## src/hw/osctm_pkg.sv

```systemverilog
// Constants, register map and encodings for the oscillator and timer block
package osctm_pkg;

  // Clock and oscillator rates
  localparam int unsigned CLK_SYS_HZ   = 50_000_000;
  localparam int unsigned OSC_NOM_HZ   = 5_000_000;
  localparam int unsigned OSC_HALF_CYC = CLK_SYS_HZ / (2 * OSC_NOM_HZ);
  localparam int unsigned HALF_W       = $clog2(OSC_HALF_CYC + 1);
  localparam logic [HALF_W-1:0] HALF_LAST = HALF_W'(OSC_HALF_CYC - 1);

  // Divider
  localparam int unsigned DIV_W = 20;
  localparam logic [DIV_W-1:0] DIV_ZERO = 20'h00000;
  localparam logic [DIV_W-1:0] DIV_ONE  = 20'h00001;

  // Ratio select encodings
  localparam logic [1:0] RATIO_128  = 2'h0;
  localparam logic [1:0] RATIO_1024 = 2'h1;
  localparam logic [1:0] RATIO_1M   = 2'h2;

  // Counter bit that carries the divided wave, per ratio
  localparam logic [4:0] MSB_128  = 5'h06;
  localparam logic [4:0] MSB_1024 = 5'h09;
  localparam logic [4:0] MSB_1M   = 5'h13;

  // Register byte addresses
  localparam logic [11:0] ADDR_CTRL   = 12'h000;
  localparam logic [11:0] ADDR_STATUS = 12'h004;
  localparam logic [11:0] ADDR_COUNT  = 12'h008;

  // Control fields
  localparam int unsigned CTRL_EN_BIT    = 0;
  localparam int unsigned CTRL_RATIO_LO  = 1;
  localparam int unsigned CTRL_RATIO_HI  = 2;
  localparam logic        CTRL_EN_RST    = 1'b0;
  localparam logic [1:0]  CTRL_RATIO_RST = RATIO_128;

  // Status fields
  localparam int unsigned ST_OFF_BIT  = 0;
  localparam int unsigned ST_HOLD_BIT = 1;
  localparam int unsigned ST_RUN_BIT  = 2;
  localparam int unsigned ST_OSC_BIT  = 3;
  localparam int unsigned ST_DIV_BIT  = 4;

  // Divider state, one-hot
  typedef enum logic [2:0] {
    OSCTM_OFF  = 3'b001,
    OSCTM_HOLD = 3'b010,
    OSCTM_RUN  = 3'b100
  } osctm_state_e;

endpackage

```

## src/hw/osctm_unit.sv

```systemverilog
// Housekeeping oscillator with power-of-two divider and APB control
`timescale 1ns/1ps

//
// Summary of operation
// - Oscillator disabled after reset by default
// - Raw oscillator clock at nominal 5 MHz
// - Divided output, ratio defaults to 128
// - Ratios 128, 1024, 1048576 only
// - Divider reset synchronised to oscillator clock
// - First transition delayed one oscillator cycle
// - Disable stops oscillator, holds divider reset
// - Divider reset should be oscillator-synchronous
// - Both clocks exported to routing pool
// - Unused inputs inactive, outputs may float
// - Divider reset forces divided output low
module osctm_unit
  import osctm_pkg::*;
(
  input  wire logic        clk_sys,
  input  wire logic        rst_b,
  input  wire logic        psel,
  input  wire logic        penable,
  input  wire logic        pwrite,
  input  wire logic [11:0] paddr,
  input  wire logic [31:0] pwdata,
  output logic      [31:0] prdata,
  output logic             pready,
  output logic             pslverr,
  input  wire logic        osc_disable_in,
  input  wire logic        divider_reset_in,
  output logic             osc_clock_out,
  output logic             divided_clock_out
);

  ////////////////////////////////////////////////////////////////////////////
  // Decoding helpers

  function automatic logic [4:0] ratio_msb(input logic [1:0] sel);
    if (sel == RATIO_1024) begin
      ratio_msb = MSB_1024;
    end else if (sel == RATIO_1M) begin
      ratio_msb = MSB_1M;
    end else begin
      ratio_msb = MSB_128;
    end
  endfunction

  function automatic logic ratio_ok(input logic [1:0] sel);
    ratio_ok = (sel == RATIO_128) || (sel == RATIO_1024) || (sel == RATIO_1M);
  endfunction

  ////////////////////////////////////////////////////////////////////////////
  // Declarations

  logic               en_q;
  logic [1:0]         ratio_q;
  logic [31:0]        prdata_q;
  logic               pready_q;
  logic               pslverr_q;
  logic [HALF_W-1:0]  half_q;
  logic               osc_q;
  logic               osc_rise;
  logic               osc_run;
  logic               rsync_q;
  logic [DIV_W-1:0]   div_q;
  logic               divout_q;
  osctm_state_e       state_q;
  osctm_state_e       state_d;
  logic               apb_done;
  logic               wr_ctrl;
  logic               addr_hit;
  logic [31:0]        rd_val;

  ////////////////////////////////////////////////////////////////////////////
  // APB slave: one wait state, answer registered

  assign apb_done = psel && penable && pready_q;
  assign wr_ctrl  = apb_done && pwrite && (paddr == ADDR_CTRL);

  always_comb begin
    addr_hit = 1'b1;
    rd_val   = 32'h00000000;
    if (paddr == ADDR_CTRL) begin
      rd_val[CTRL_EN_BIT]                  = en_q;
      rd_val[CTRL_RATIO_HI:CTRL_RATIO_LO]  = ratio_q;
    end else if (paddr == ADDR_STATUS) begin
      rd_val[ST_OFF_BIT]  = (state_q == OSCTM_OFF);
      rd_val[ST_HOLD_BIT] = (state_q == OSCTM_HOLD);
      rd_val[ST_RUN_BIT]  = (state_q == OSCTM_RUN);
      rd_val[ST_OSC_BIT]  = osc_q;
      rd_val[ST_DIV_BIT]  = divout_q;
    end else if (paddr == ADDR_COUNT) begin
      rd_val[DIV_W-1:0] = div_q;
    end else begin
      addr_hit = 1'b0;
    end
  end

  always_ff @(posedge clk_sys or negedge rst_b) begin
    if (!rst_b) begin
      pready_q  <= 1'b0;
      pslverr_q <= 1'b0;
      prdata_q  <= 32'h00000000;
    end else if (psel && penable && !pready_q) begin
      pready_q  <= 1'b1;
      pslverr_q <= !addr_hit;
      prdata_q  <= (pwrite || !addr_hit) ? 32'h00000000 : rd_val;
    end else begin
      pready_q  <= 1'b0;
      pslverr_q <= 1'b0;
    end
  end

  // Control register; an unlisted ratio code keeps the old ratio
  always_ff @(posedge clk_sys or negedge rst_b) begin
    if (!rst_b) begin
      en_q    <= CTRL_EN_RST;
      ratio_q <= CTRL_RATIO_RST;
    end else if (wr_ctrl) begin
      en_q <= pwdata[CTRL_EN_BIT];
      if (ratio_ok(pwdata[CTRL_RATIO_HI:CTRL_RATIO_LO])) begin
        ratio_q <= pwdata[CTRL_RATIO_HI:CTRL_RATIO_LO];
      end
    end
  end

  ////////////////////////////////////////////////////////////////////////////
  // Oscillator model: square wave from a half-period count

  assign osc_run  = en_q && !osc_disable_in;
  assign osc_rise = osc_run && (half_q == HALF_LAST) && !osc_q;

  always_ff @(posedge clk_sys or negedge rst_b) begin
    if (!rst_b) begin
      half_q <= '0;
      osc_q  <= 1'b0;
    end else if (!osc_run) begin
      // Stopped oscillator parks low so no edges leak out
      half_q <= '0;
      osc_q  <= 1'b0;
    end else if (half_q == HALF_LAST) begin
      half_q <= '0;
      osc_q  <= !osc_q;
    end else begin
      half_q <= half_q + HALF_W'(1);
    end
  end

  ////////////////////////////////////////////////////////////////////////////
  // Divider reset synchroniser, clocked by oscillator rising edges

  always_ff @(posedge clk_sys or negedge rst_b) begin
    if (!rst_b) begin
      rsync_q <= 1'b1;
    end else if (!osc_run) begin
      rsync_q <= 1'b1;
    end else if (osc_rise) begin
      // Input assumed steady around oscillator edges
      rsync_q <= divider_reset_in;
    end
  end

  ////////////////////////////////////////////////////////////////////////////
  // Divider state

  always_comb begin
    state_d = state_q;
    case (state_q)
      OSCTM_OFF: begin
        if (osc_run) begin
          state_d = OSCTM_HOLD;
        end
      end
      OSCTM_HOLD: begin
        if (!osc_run) begin
          state_d = OSCTM_OFF;
        end else if (osc_rise && !rsync_q) begin
          state_d = OSCTM_RUN;
        end
      end
      OSCTM_RUN: begin
        if (!osc_run) begin
          state_d = OSCTM_OFF;
        end else if (osc_rise && rsync_q) begin
          state_d = OSCTM_HOLD;
        end
      end
      default: begin
        state_d = OSCTM_OFF;
      end
    endcase
  end

  always_ff @(posedge clk_sys or negedge rst_b) begin
    if (!rst_b) begin
      state_q <= OSCTM_OFF;
    end else begin
      state_q <= state_d;
    end
  end

  ////////////////////////////////////////////////////////////////////////////
  // Divider counter; restarts on a control write to avoid a runt phase

  always_ff @(posedge clk_sys or negedge rst_b) begin
    if (!rst_b) begin
      div_q <= DIV_ZERO;
    end else if (!osc_run || wr_ctrl) begin
      div_q <= DIV_ZERO;
    end else if (osc_rise) begin
      if (rsync_q) begin
        div_q <= DIV_ZERO;
      end else begin
        div_q <= div_q + DIV_ONE;
      end
    end
  end

  // Divided wave taken from the counter bit for the chosen ratio
  always_ff @(posedge clk_sys or negedge rst_b) begin
    if (!rst_b) begin
      divout_q <= 1'b0;
    end else if (state_q != OSCTM_RUN) begin
      divout_q <= 1'b0;
    end else begin
      divout_q <= div_q[ratio_msb(ratio_q)];
    end
  end

  ////////////////////////////////////////////////////////////////////////////
  // Outputs, all from flops

  assign prdata            = prdata_q;
  assign pready            = pready_q;
  assign pslverr           = pslverr_q;
  assign osc_clock_out     = osc_q;
  assign divided_clock_out = divout_q;

endmodule

```

## config.mk

```make
export PLATFORM = sky130hd
export DESIGN_NAME = osctm_unit
export DESIGN_NICKNAME = d
export VERILOG_FILES = /design/src/hw/osctm_pkg.sv /design/src/hw/osctm_unit.sv
export SDC_FILE = /design/constraint.sdc
export NUM_CORES = 1
export LEC_CHECK = 0
export ABC_AREA = 1
export BUFFER_PORTS_ARGS = -buffer_cell sky130_fd_sc_hd__clkbuf_2
export CAP_MARGIN = 20
export CORE_UTILIZATION = 25
export CTS_CLUSTER_SIZE = 8
export DETAILED_ROUTE_END_ITERATION = 8
export GPL_ROUTABILITY_DRIVEN = 0
export PLACE_DENSITY = 0.44
export SETUP_SLACK_MARGIN = 0.4
export SLEW_MARGIN = 5
export SYNTH_ARGS = -nofsm -noshare
export SYNTH_HDL_FRONTEND = slang
export SYNTH_SLANG_ARGS = --single-unit
```

## constraint.sdc

```tcl
create_clock -name clk_sys -period 2.62 [get_ports clk_sys]
set_input_delay 0.524 -clock clk_sys [delete_from_list [all_inputs] [get_ports clk_sys]]
set_output_delay 0.524 -clock clk_sys [all_outputs]
set_load 0.03 [all_outputs]
```

Yosys cells after proc, flatten, opt, wreduce, memory -nomap -nowiden
Index checks and enable logic that the tools add are counted.
{"block": "op_classes", "n_addsub": 2, "n_eq_ne": 16, "order_cmp": 1, "n_reduce_logical": 25, "muxes": 32}
{"cell": "$mux W20", "n": 5}
{"cell": "$mux W3", "n": 8}
{"cell": "$add A20 B1 Y20 const B", "n": 1}
{"cell": "$mux W5", "n": 4}
{"cell": "$mux W17", "n": 1}
{"cell": "$mux W15", "n": 1}
{"cell": "$eq A12 B3 Y1 const B", "n": 1}
{"cell": "$eq A12 B4 Y1 const B", "n": 1}
{"cell": "$logic_not A12 Y1", "n": 1}
{"cell": "$mux W1", "n": 11}
{"cell": "$logic_and A1 B1 Y1", "n": 10}
{"cell": "$pmux W3 S3", "n": 1}
{"cell": "$eq A3 B3 Y1 const B", "n": 2}
{"cell": "$logic_not A1 Y1", "n": 6}
{"cell": "$lt A5 B6 Y1 const B", "n": 1}
{"cell": "$ne A3 B2 Y1 const B", "n": 2}
{"cell": "$bmux W1 S5", "n": 1}
{"cell": "$eq A2 B1 Y1 const B", "n": 2}
{"cell": "$eq A2 B2 Y1 const B", "n": 2}
{"cell": "$logic_or A1 B1 Y1", "n": 4}
{"cell": "$ne A2 B2 Y1 const B", "n": 2}
{"cell": "$add A3 B1 Y3 const B", "n": 1}
{"cell": "$eq A3 B1 Y1 const B", "n": 1}
{"cell": "$eq A3 B2 Y1 const B", "n": 1}
{"cell": "6 further kinds", "n": 6}
{"block": "word_totals", "regBits": 66, "output_inout_bits": 36, "elab_cells": 87, "input_bits": 51}

Logic depth before layout (Yosys ltp)
Gate-level depths: netlist (run 1).
{"block": "depth", "depth_word": 8, "ltp_mapped": 10, "ltp_nobuf": 10}

Least setup slack after synthesis (run 1)
No wires, ideal clock.
{"block": "synth_path", "kind": "input-to-reg", "startpoint": "input paddr[11]", "endpoint": "register div_q[12]", "setup_time_ns": 0.121, "cell_stages": 9, "required_time_ns": 2.499, "setup_slack_ns": 1.091, "path_buffers": 1, "t_arrival_ns": 1.408, "cell_sequence": "nor2_2 nand3_2 nor2_4 nand3_4 nand3_4 inv_4 buf_6 nand2_1 o21ai_2"}
{"block": "synth_via", "elab_chain_len": 4, "elab_cells_between_ends": 5, "classes_between": "mux (1); reduce/logical (4)"}
{"item": "start: declaration", "line": "osctm_unit.sv:25", "source": "input wire logic [11:0] paddr,"}
{"item": "$logic_not A12 Y1 (*)", "line": "osctm_unit.sv:79", "source": "assign wr_ctrl = apb_done && pwrite && (paddr == ADDR_CTRL);"}
{"item": "$logic_and A1 B1 Y1 (*)", "line": "osctm_unit.sv:79"}
{"item": "$logic_or A1 B1 Y1 (*)", "line": "osctm_unit.sv:209", "source": "end else if (!osc_run || wr_ctrl) begin"}
{"item": "$mux W20 / $reduce_bool A2 Y1 (equally long branches)"}
{"item": "end signal: assignment", "line": "osctm_unit.sv:215", "source": "div_q <= div_q + DIV_ONE;"}
{"item": "end: declaration", "line": "osctm_unit.sv:66", "source": "logic [DIV_W-1:0] div_q;"}
Mark *: on every way between the ends. The rest lies on a longest branch, timed or not.
A chain may end at the register's enable or synchronous reset.

Worst setup path in the final report (run 1)
{"block": "layout_path", "startpoint": "register div_q[0]", "endpoint": "register div_q[14]"}
{"block": "layout_via", "elab_chain_len": 4}
{"item": "$add A20 B1 Y20", "line": "osctm_unit.sv:215"}
{"item": "$mux W20", "line": "osctm_unit.sv:212", "source": "if (rsync_q) begin"}
{"item": "$mux W20", "line": "osctm_unit.sv:211", "source": "end else if (osc_rise) begin"}
{"item": "$mux W20", "line": "osctm_unit.sv:209"}
No other way between the ends. The select of a mux whose other input is x is not followed.

==> results of run 1 <==
==> synthesized netlist by cell type <==
library cell / instances / area share
nand2_1: 111 / 0.13
dfrtp_1: 52 / 0.40
inv_1: 36 / 0.041
nor2_1: 33 / 0.038
nand3_1: 24 / 0.037
o21ai_0: 19 / 0.029
nand3_2: 14 / 0.043
buf_4: 12 / 0.027
o21ai_2: 10 / 0.027
xor2_1: 9 / 0.024
inv_2: 7 / 0.0080
ha_1: 5 / 0.019
nand4_1: 5 / 0.0095
nor2_2: 5 / 0.0095
o21ai_1: 5 / 0.0076
buf_6: 4 / 0.014
nand3_4: 4 / 0.021
nor2_4: 4 / 0.014
a21oi_1: 3 / 0.0046
nand2_4: 3 / 0.010
nand3b_1: 3 / 0.0069
nor3_4: 3 / 0.015
xnor2_1: 3 / 0.0080
clkbuf_1: 2 / 0.0023
dfstp_2: 2 / 0.016
nor2_8: 2 / 0.012
nor3_1: 2 / 0.0031
a21oi_2: 1 / 0.0027
buf_12: 1 / 0.0061
buf_2: 1 / 0.0015
clkinv_4: 1 / 0.0027
conb_1: 1 / 0.0011
inv_4: 1 / 0.0019
nand2_2: 1 / 0.0019
o211ai_4: 1 / 0.0065
o22ai_1: 1 / 0.0019
o31ai_1: 1 / 0.0023
or2_2: 1 / 0.0019
==> through the flow <==
stage,hold slack (ns),std cells,util
2_1_floorplan,0.228,404,-
3_3_place_gp,0.444,603,0.284
3_5_place_dp,0.466,603,0.284
4_1_cts,0.165,611,0.297
5_1_grt,0.176,611,0.297
6_report,0.153,611,0.297
==> registers in the layout, indices dropped and copies added (netlist names) <==
signal	cells
half_q	3
en_q	1
rsync_q	1
state_q	3
pslverr	1
prdata	20
divided_clock_out	1
ratio_q	2
div_q	20
osc_clock_out	1
pready	1
==> power breakdown <==
group          internal, mW  leakage (nW)  total [mW]  switching, mW
Clock                 0.457        0.0844       0.781          0.325
Sequential            0.868         0.725       0.889         0.0209
Combinational        0.0648          1.04       0.215          0.150
==> worst min path at each step <==
stage              start    endpoint  slack (ns)  cells after the start
2_1_floorplan      rst_b    div_q[0]        0.23                      0
3_3_place_gp   half_q[0]   half_q[0]        0.44                      1
3_5_place_dp   prdata[7]   prdata[7]        0.47                      2
4_1_cts            rst_b  prdata[12]        0.17                      1
5_1_grt            rst_b  prdata[12]        0.18                      1
6_report           rst_b  prdata[12]        0.15                      1
==> worst reg2reg max path, stage by stage (launching register included) <==
cell     delay [ns]
dfrtp_1        0.50
ha_1           0.25
nand2_2        0.09
nor2_2         0.18
nand3_2        0.15
nor2_4         0.17
xor2_1         0.19
o21ai_2        0.07
==> area by class of cell <==
class | instances | area share
clock buffers | 5 | 0.0331
inverters | 45 | 0.0466
clock inverters | 3 | 0.0126
flip-flops and latches | 54 | 0.358
multi-input cells | 285 | 0.430
well taps | 172 | 0.0569
repair buffers | 47 | 0.0635
==> metal layers <==
metal	vias to the layer above	routed length, µm
met3	6	169
met2	38	3310
met1	1143	3360
met5	-	0
li1	1322	-
met4	0	121
==> logic make-up (layout without fill, tap and decap cells) <==
kind of cell    count (synthesis)  count (layout)
compound gates                 41              41
fa+ha+maj                       5               5
simple gates                  215             215
xor+xnor                       12              12
flops                          54              54
other cells                     1              12
buf+inv                        65             100
==> run metrics, run 1 <==
CP top delay family simple AND/OR/NAND/NOR gates; fraction of layout instances using a drive strength above 1 0.262; Root Driver clkbuf_16; fin crit period 1.70 ns; R2R Path Start div_q[0]; Syn Inst Count 393; R2R Setup Slk 0.92 ns; CTS H-tree depth 2; Netlist cell types 38; Die H 117 µm; multiplexer area fraction after synthesis 0; total vias in the final route 2509; commonest non-fill, non-tap cell in the layout nand2_1; Max Slew Vio Count 0; grt met1 use 0.153; Worst EP required 2.81 ns; final WL 6.96 mm; Clk Latency, worst-skew pair 0.30 ns; final instance area 3780 µm²; last element of the critical path div_q[14]; initial antenna violation count 0; Lkg Pwr 1.85 nW; grt met2 use 0.192; Overflow after GRT 0; routed len/inst 11.4 µm; Area Overhead vs Synth 15.3%; via count of the first global-routing pass 2474; synth warn 0; post-CTS setup buffers 0; Setup-failing EPs final 0; FF+latch area 1350 µm²; I/O pin cnt 87; Critical path buffers and inverters 0; Avg Vias per Cell 4.11; number of fill cells 1365; die area 13600 µm²; number of cells on the critical path 7; Crit. End Element flop; Final Skew 0.0100 ns; IR drop worst, VDD 245 µV; CTS tree yes; max cap viols 0; global-route wire length before repair 12.3 mm; nets@finish 494; RSZ-0062 raised after global routing no; Fin. Hold Viols 0; commonest non-fill, non-tap cells in the layout 111 x nand2_1, 52 x dfrtp_1, 45 x clkbuf_2; antenna-violating nets left 0; PwrDens 498 nW/µm²; Residual DRC 0; Mean Syn Cell Area 8.35 µm²; Syn Std Cell Area 3280 µm²; simple-gate area share of the yosys netlist 0.349; CTS Buffer Depth 2; Post-DP HPWL 5.41 mm; slowest CP cell dfrtp_1; drt first pass iters 4; GRT met3 Usage 0.0156; final worst-path cycle share 0.648; PostCTS Resize Cnt 0; DP Area 3610 µm²; Top Usage Layer GRT met2; #FFs+latches synth 54; startpoint types flop; Adder-Cell Fraction of Synth Area 0.0191; worst slack, placed 0.556 ns; Core ar. 12700 µm²; main combinational cell family by area after synthesis simple AND/OR/NAND/NOR gates; Hold-fix buffers, CTS 0; PortBufs 45; all-layer global routing usage 0.116; total power 1.88 mW; CP arrival 1.89 ns; critical path type flop to flop; Hold Path Class input pin to async pin; Synth Area in Compound Gates 0.0812; area of the multi-input gates 1630 µm²; Clk pin slew, worst setup/hold paths 0.08 ns; Starting Density 0.258; fmax 0.589 GHz; antenna diode count 0; Worst Setup SP div_q[0]; register area share after synthesis 0.413; largest net degree at the start of global routing 25; worst stage delay on the critical path 0.50 ns; Die X-Extent 117 µm; status finished clean; CTS Sinks 54; row count 41; CP Max Fanout 6; setup total negative slack 0 ns; RR Endpoint div_q[14]; DR iter-0 viols 114; xor/xnor cell area share of the yosys netlist 0.0320; CTS Buf Count 5; final worst slack 0.921 ns; R2R cell count 7; CP cell instances ha_1 > nand2_2 > nor2_2 > nand3_2 > nor2_4 > xor2_1 > o21ai_2
(Power assumes the default switching activity.)
==> run 2: changes to the inputs <==
--- a/config.mk
+++ b/config.mk
@@ -12,7 +12,7 @@
 export CTS_CLUSTER_SIZE = 8
 export DETAILED_ROUTE_END_ITERATION = 8
 export GPL_ROUTABILITY_DRIVEN = 0
-export PLACE_DENSITY = 0.44
+export PLACE_DENSITY = 0.45
 export SETUP_SLACK_MARGIN = 0.4
 export SLEW_MARGIN = 5
 export SYNTH_ARGS = -nofsm -noshare
==> constraint.sdc (replaced) <==
create_clock -name clk_sys -period 1.5 [get_ports clk_sys]
set_input_delay 0.3 -clock clk_sys [delete_from_list [all_inputs] [get_ports clk_sys]]
set_output_delay 0.3 -clock clk_sys [all_outputs]
set_load 0.03 [all_outputs]
==> run 2 against run 1 <==
The flow now finishes with violations (setup timing). Via count is 13% higher. Fmax is 13% higher. Wire length is 16% higher. Cell area is 30% higher. Utilization is 9.0 points higher. First-iteration DRC count is 4.4% lower.
==> run metrics, run 2 (synthesis gave the netlist of run 1 again) <==
fin crit period 1.50 ns (-0.198 ns); Post-DP HPWL 5.64 mm (+4.3%); Non-Filler Instances 676 (+11%); Core ar. 12700 µm² (unchanged); Hold Path Class input pin to async pin; Worst Setup SP half_q[0]; all-layer global routing usage 0.124 (+0.00864); antenna diode count 0 (unchanged); via count of the first global-routing pass 2695 (+8.9%); final worst slack -0.000417 ns (-0.922 ns); row count 41 (unchanged); RSZ-0062 raised after global routing yes; final instance area 4920 µm² (+30%); CP cell instances inv_1 > ha_2 > nand2_2 > nand2_4 > nand3_4 > nor2_4 > nand3_4 > buf_6 > o21ai_2; Worst EP required 1.72 ns (-1.09 ns); Fin. Hold Viols 0 (unchanged); most used cell, CP nand3_4; Clk pin slew, worst setup/hold paths 0.07 ns (about the same); Lkg Pwr 2.33 nW (+26%); Crit. End Element flop; CTS Buf Count 5 (unchanged); largest net degree at the start of global routing 55 (+120%); CTS H-tree depth 2 (unchanged); I/O pin cnt 87 (unchanged); Setup-failing EPs final 1 (+1); drt first pass iters 6 (+2); PwrDens 658 nW/µm² (+32%); placed cells 630 (+4.5%); final WL 8.10 mm (+16%); die area 13600 µm² (unchanged); startpoint types flop; failing checks setup timing; Avg Vias per Cell 4.19 (+2.1%); status finished with violations; CTS tree yes; CP arrival 1.72 ns (-0.17 ns); IR drop worst, VDD 356 µV (+45%); Final Skew 0.0114 ns (+0.00137 ns); Die X-Extent 117 µm (unchanged); Overflow after GRT 0 (unchanged); slowest CP cell dfrtp_1; CP Max Fanout 6 (unchanged); DP Area 3910 µm² (+8.3%); Die H 117 µm (unchanged); nets@finish 560 (+13%); fmax 0.666 GHz (+13%); Max Slew Vio Count 0 (unchanged); CTS Buffer Depth 2 (unchanged); DR iter-0 viols 109 (-4.4%); Area Overhead vs Synth 50.1%; worst slack, placed -0.0272 ns (-0.583 ns); R2R Path Start half_q[0]; fin util 0.387 (+0.0897); Residual DRC 0 (unchanged); PortBufs 45 (unchanged); CTS Sinks 54 (unchanged); setup total negative slack -0.000417 ns (-0.000417 ns); commonest non-fill, non-tap cells in the layout 97 x nand2_1, 52 x buf_4, 51 x dfrtp_1; commonest non-fill, non-tap cell in the layout nand2_1; antenna-violating nets left 0 (unchanged); Critical path buffers and inverters 2 (+2); critical path type flop to flop; initial antenna violation count 0 (unchanged); routed len/inst 12.0 µm (+5.2%); CP top delay family simple AND/OR/NAND/NOR gates; total vias in the final route 2835 (+13%); Clk Latency, worst-skew pair 0.30 ns (about the same); Root Driver clkbuf_16; global-route wire length before repair 13.1 mm (+6.7%); Starting Density 0.258 (unchanged); fraction of layout instances using a drive strength above 1 0.460 (+0.198); worst stage delay on the critical path 0.39 ns (-0.11 ns); max cap viols 0 (unchanged); final worst-path cycle share 1.00 (+0.352)
[run 2: worst reg2reg max path, delay by kind of cell, from the launching register on]
family | cells | cell delay (ns)
buffers and inverters | 2 | 0.25
adder cells (fa/ha/maj) | 1 | 0.16
AND/OR/NAND/NOR | 5 | 0.52
flip-flops | 1 | 0.39
AO/OA/AOI/OAI | 1 | 0.11
[run 2: final cells by class]
type | instances | area [µm²]
Inverter | 45 | 191
Clock inverter | 1 | 7.51
Clock buffer | 6 | 129
Multi-Input combinational cell | 286 | 1930
Fill cell | 1284 | 7800
Tap cell | 172 | 215
Sequential cell | 54 | 1360
Timing Repair Buffer | 112 | 1100
[run 2: power breakdown]
group          internal (mW)  switching [mW]  total (mW)
clock                  0.612           0.522        1.13
combinational          0.215           0.321       0.535
sequential              1.52          0.0539        1.57
total                   2.34           0.897        3.24
[run 2: final timing paths]
| kind | slack [ns] | endpoint | cells past startpoint |
|---|---|---|---|
| worst max-delay path | -0.0004 | div_q[9] | 9 |
| worst min-delay path | 0.001 | prdata[10] | 2 |
| worst max register to register | -0.0004 | div_q[9] | 9 |
| worst min register to register | 0.52 | div_q[4] | 2 |
| max in group asynchronous | 1.20 | rsync_q | 2 |
| min in group clk_sys | 0.19 | rsync_q | 3 |
[run 2: what timing repair did]
action / 4_1_cts / 5_1_grt
setup buffers: 28 / 9
hold buffers: 0 / 0
endpoints found under the hold margin: 0 / 0
endpoints found under the setup margin: 73 / 75
pin swaps: 23 / 17
resized for setup: 90 / 61
gates cloned: 2 / 0
[run 2: metrics by stage]
| stage | hold slack [ns] | power (mW) |
|---|---|---|
| 6_report | 0.00121 | 3.24 |
| 2_1_floorplan | 0.00441 | 1.87 |
| 4_1_cts | 0.00944 | 3.23 |
| 5_1_grt | 0.0185 | 3.39 |
| 3_3_place_gp | 0.329 | 1.98 |
| 3_5_place_dp | 0.331 | 1.99 |
[run 2: metal layers]
metal | global-route usage | share of wire | up-vias
li1 | - | - | 1448
met1 | 0.164 | 0.47 | 1337
met2 | 0.209 | 0.49 | 44
met3 | 0.0197 | 0.024 | 6
met4 | 0.0380 | 0.013 | 0
met5 | 0 | 0 | -
==> run 3: changes to the inputs <==
--- a/config.mk
+++ b/config.mk
@@ -12,6 +12,7 @@
 export CTS_CLUSTER_SIZE = 8
 export DETAILED_ROUTE_END_ITERATION = 8
 export GPL_ROUTABILITY_DRIVEN = 0
+export MAX_ROUTING_LAYER = met4
 export PLACE_DENSITY = 0.45
 export SETUP_SLACK_MARGIN = 0.4
 export SLEW_MARGIN = 5
==> run 3 against run 2 <==
The run now ends clean. Sequential power is essentially flat. Cell count unchanged. Critical path depth did not move. Cell area unchanged. Combinational power is essentially flat. First-iteration DRC count grew 8.3%. Highest routed layer unchanged.
==> run metrics, run 3 (synthesis gave the netlist of run 1 again) <==
Hold Path Class input pin to async pin; CTS Buffer Depth 2 (unchanged); Crit. End Element flop; DR iter-0 viols 118 (+8.3%); critical path type flop to flop; Die X-Extent 117 µm (unchanged); CP cell instances inv_1 > ha_2 > nand2_2 > nand2_4 > nand3_4 > nor2_4 > nand3_4 > buf_6 > o21ai_2; Post-DP HPWL 5.64 mm (unchanged); nets@finish 560 (unchanged); Root Driver clkbuf_16; fin util 0.387 (unchanged); via count of the first global-routing pass 2696 (+0.037%); final worst-path cycle share 0.996 (-0.00413); global-route wire length before repair 13.1 mm (+0.11%); Avg Vias per Cell 4.21 (+0.39%); startpoint types flop; Top Usage Layer GRT met2; CP top delay family simple AND/OR/NAND/NOR gates; commonest non-fill, non-tap cells in the layout 97 x nand2_1, 52 x buf_4, 51 x dfrtp_1; die area 13600 µm² (unchanged); PortBufs 45 (unchanged); CP arrival 1.71 ns (about the same); R2R Path Start half_q[0]; DP Area 3910 µm² (unchanged); most used cell, CP nand3_4; Lkg Pwr 2.33 nW (unchanged); all-layer global routing usage 0.128 (+0.00383); FF+latch area 1360 µm² (unchanged); GRT met3 Usage 0.0187 (-0.00104); Clk pin slew, worst setup/hold paths 0.07 ns (about the same); Die H 117 µm (unchanged); R2R Setup Slk 0.006 ns (about the same); Critical path buffers and inverters 2 (unchanged); IR drop worst, VDD 354 µV (-0.48%); area of the multi-input gates 1930 µm² (unchanged); slowest CP cell dfrtp_1; status finished clean; Non-Filler Instances 676 (unchanged); largest net degree at the start of global routing 55 (unchanged); RSZ-0062 raised after global routing yes; initial antenna violation count 0 (unchanged); R2R cell count 9 (unchanged); Residual DRC 0 (unchanged); Starting Density 0.258 (unchanged); CTS Sinks 54 (unchanged); CTS tree yes; fmax 0.669 GHz (+0.42%); setup total negative slack 0 ns (+0.000417 ns); commonest non-fill, non-tap cell in the layout nand2_1; placed cells 630 (unchanged); grt met2 use 0.209 (unchanged); total power 3.24 mW (about the same); fin crit period 1.49 ns (-0.00620 ns); row count 41 (unchanged); fraction of layout instances using a drive strength above 1 0.460 (unchanged); Clk Latency, worst-skew pair 0.30 ns (about the same); worst slack, placed -0.0272 ns (unchanged); grt met1 use 0.165 (+0.000639); PwrDens 658 nW/µm² (about the same); Fin. Hold Viols 0 (unchanged); total vias in the final route 2846 (+0.39%); CTS H-tree depth 2 (unchanged); final WL 8.12 mm (+0.31%); antenna-violating nets left 0 (unchanged); number of fill cells 1284 (unchanged); worst stage delay on the critical path 0.39 ns (about the same); final worst slack 0.00578 ns (+0.00620 ns); I/O pin cnt 87 (unchanged); CP Max Fanout 6 (unchanged); CTS Buf Count 5 (unchanged); RR Endpoint div_q[9]; Worst EP required 1.72 ns (about the same); routed len/inst 12.0 µm (+0.31%); Final Hold Slack 0.00145 ns (+0.000236 ns); Setup-failing EPs final 0 (-1); Area Overhead vs Synth 50.1% (unchanged); Overflow after GRT 0 (unchanged); Core ar. 12700 µm² (unchanged); drt first pass iters 4 (-2); Max Slew Vio Count 0 (unchanged); final instance area 4920 µm² (unchanged); max cap viols 0 (unchanged); Final Skew 0.0116 ns (+0.000181 ns); antenna diode count 0 (unchanged)
==> run 3: cell counts in the layout (fill, tap and decap cells not counted) <==
Identical to the previous run, type by type.
==> run 3: metal layers <==
metal | share of wire | wire [µm]
met1 | 0.47 | 3850
met2 | 0.49 | 3970
met3 | 0.024 | 194
met4 | 0.013 | 103
met5 | 0 | 0
==> run 3: worst reg2reg max path: cells and delay by family, from the launching register on <==
kind | cells | cell delay [ns]
buffers and inverters | 2 | 0.24
adders and majority gates | 1 | 0.16
AOI/OAI and AO/OA | 1 | 0.11
DFF | 1 | 0.39
and+or+nand+nor | 5 | 0.52
==> run 3: where the power goes <==
part           switching (mW)  internal (mW)
clock network           0.522          0.612
registers              0.0539           1.52
logic                   0.321          0.215
total                   0.897           2.34
==> run 3: area by class of cell <==
cell class | count | share of cell area
clock inverter | 1 | 0.00152
inverter | 45 | 0.0389
sequential | 54 | 0.275
timing repair buffer | 112 | 0.223
multi-input combinational | 286 | 0.392
tap | 172 | 0.0437
clock buffer | 6 | 0.0262
==> run 3: how the worst max path moves through the flow <==
stage	endpoint	start	slack, ns	cells after the start
floorplan	div_q[14]	div_q[0]	0.1	7
global placement	div_q[7]	half_q[1]	-0.01	9
detailed placement	div_q[9]	half_q[0]	-0.03	9
CTS	div_q[9]	half_q[1]	-0.02	9
global route	div_q[12]	half_q[1]	-0.07	9
finish	div_q[9]	half_q[0]	0.006	9
==> run 3: what timing repair did <==
action                     4_1_cts  5_1_grt
gates cloned                     2        0
buffers inserted                28        9
pin swaps                       23       17
setup endpoints to repair       73       75
hold endpoints to repair         0        0
hold buffers                     0        0
resized for setup               90       61
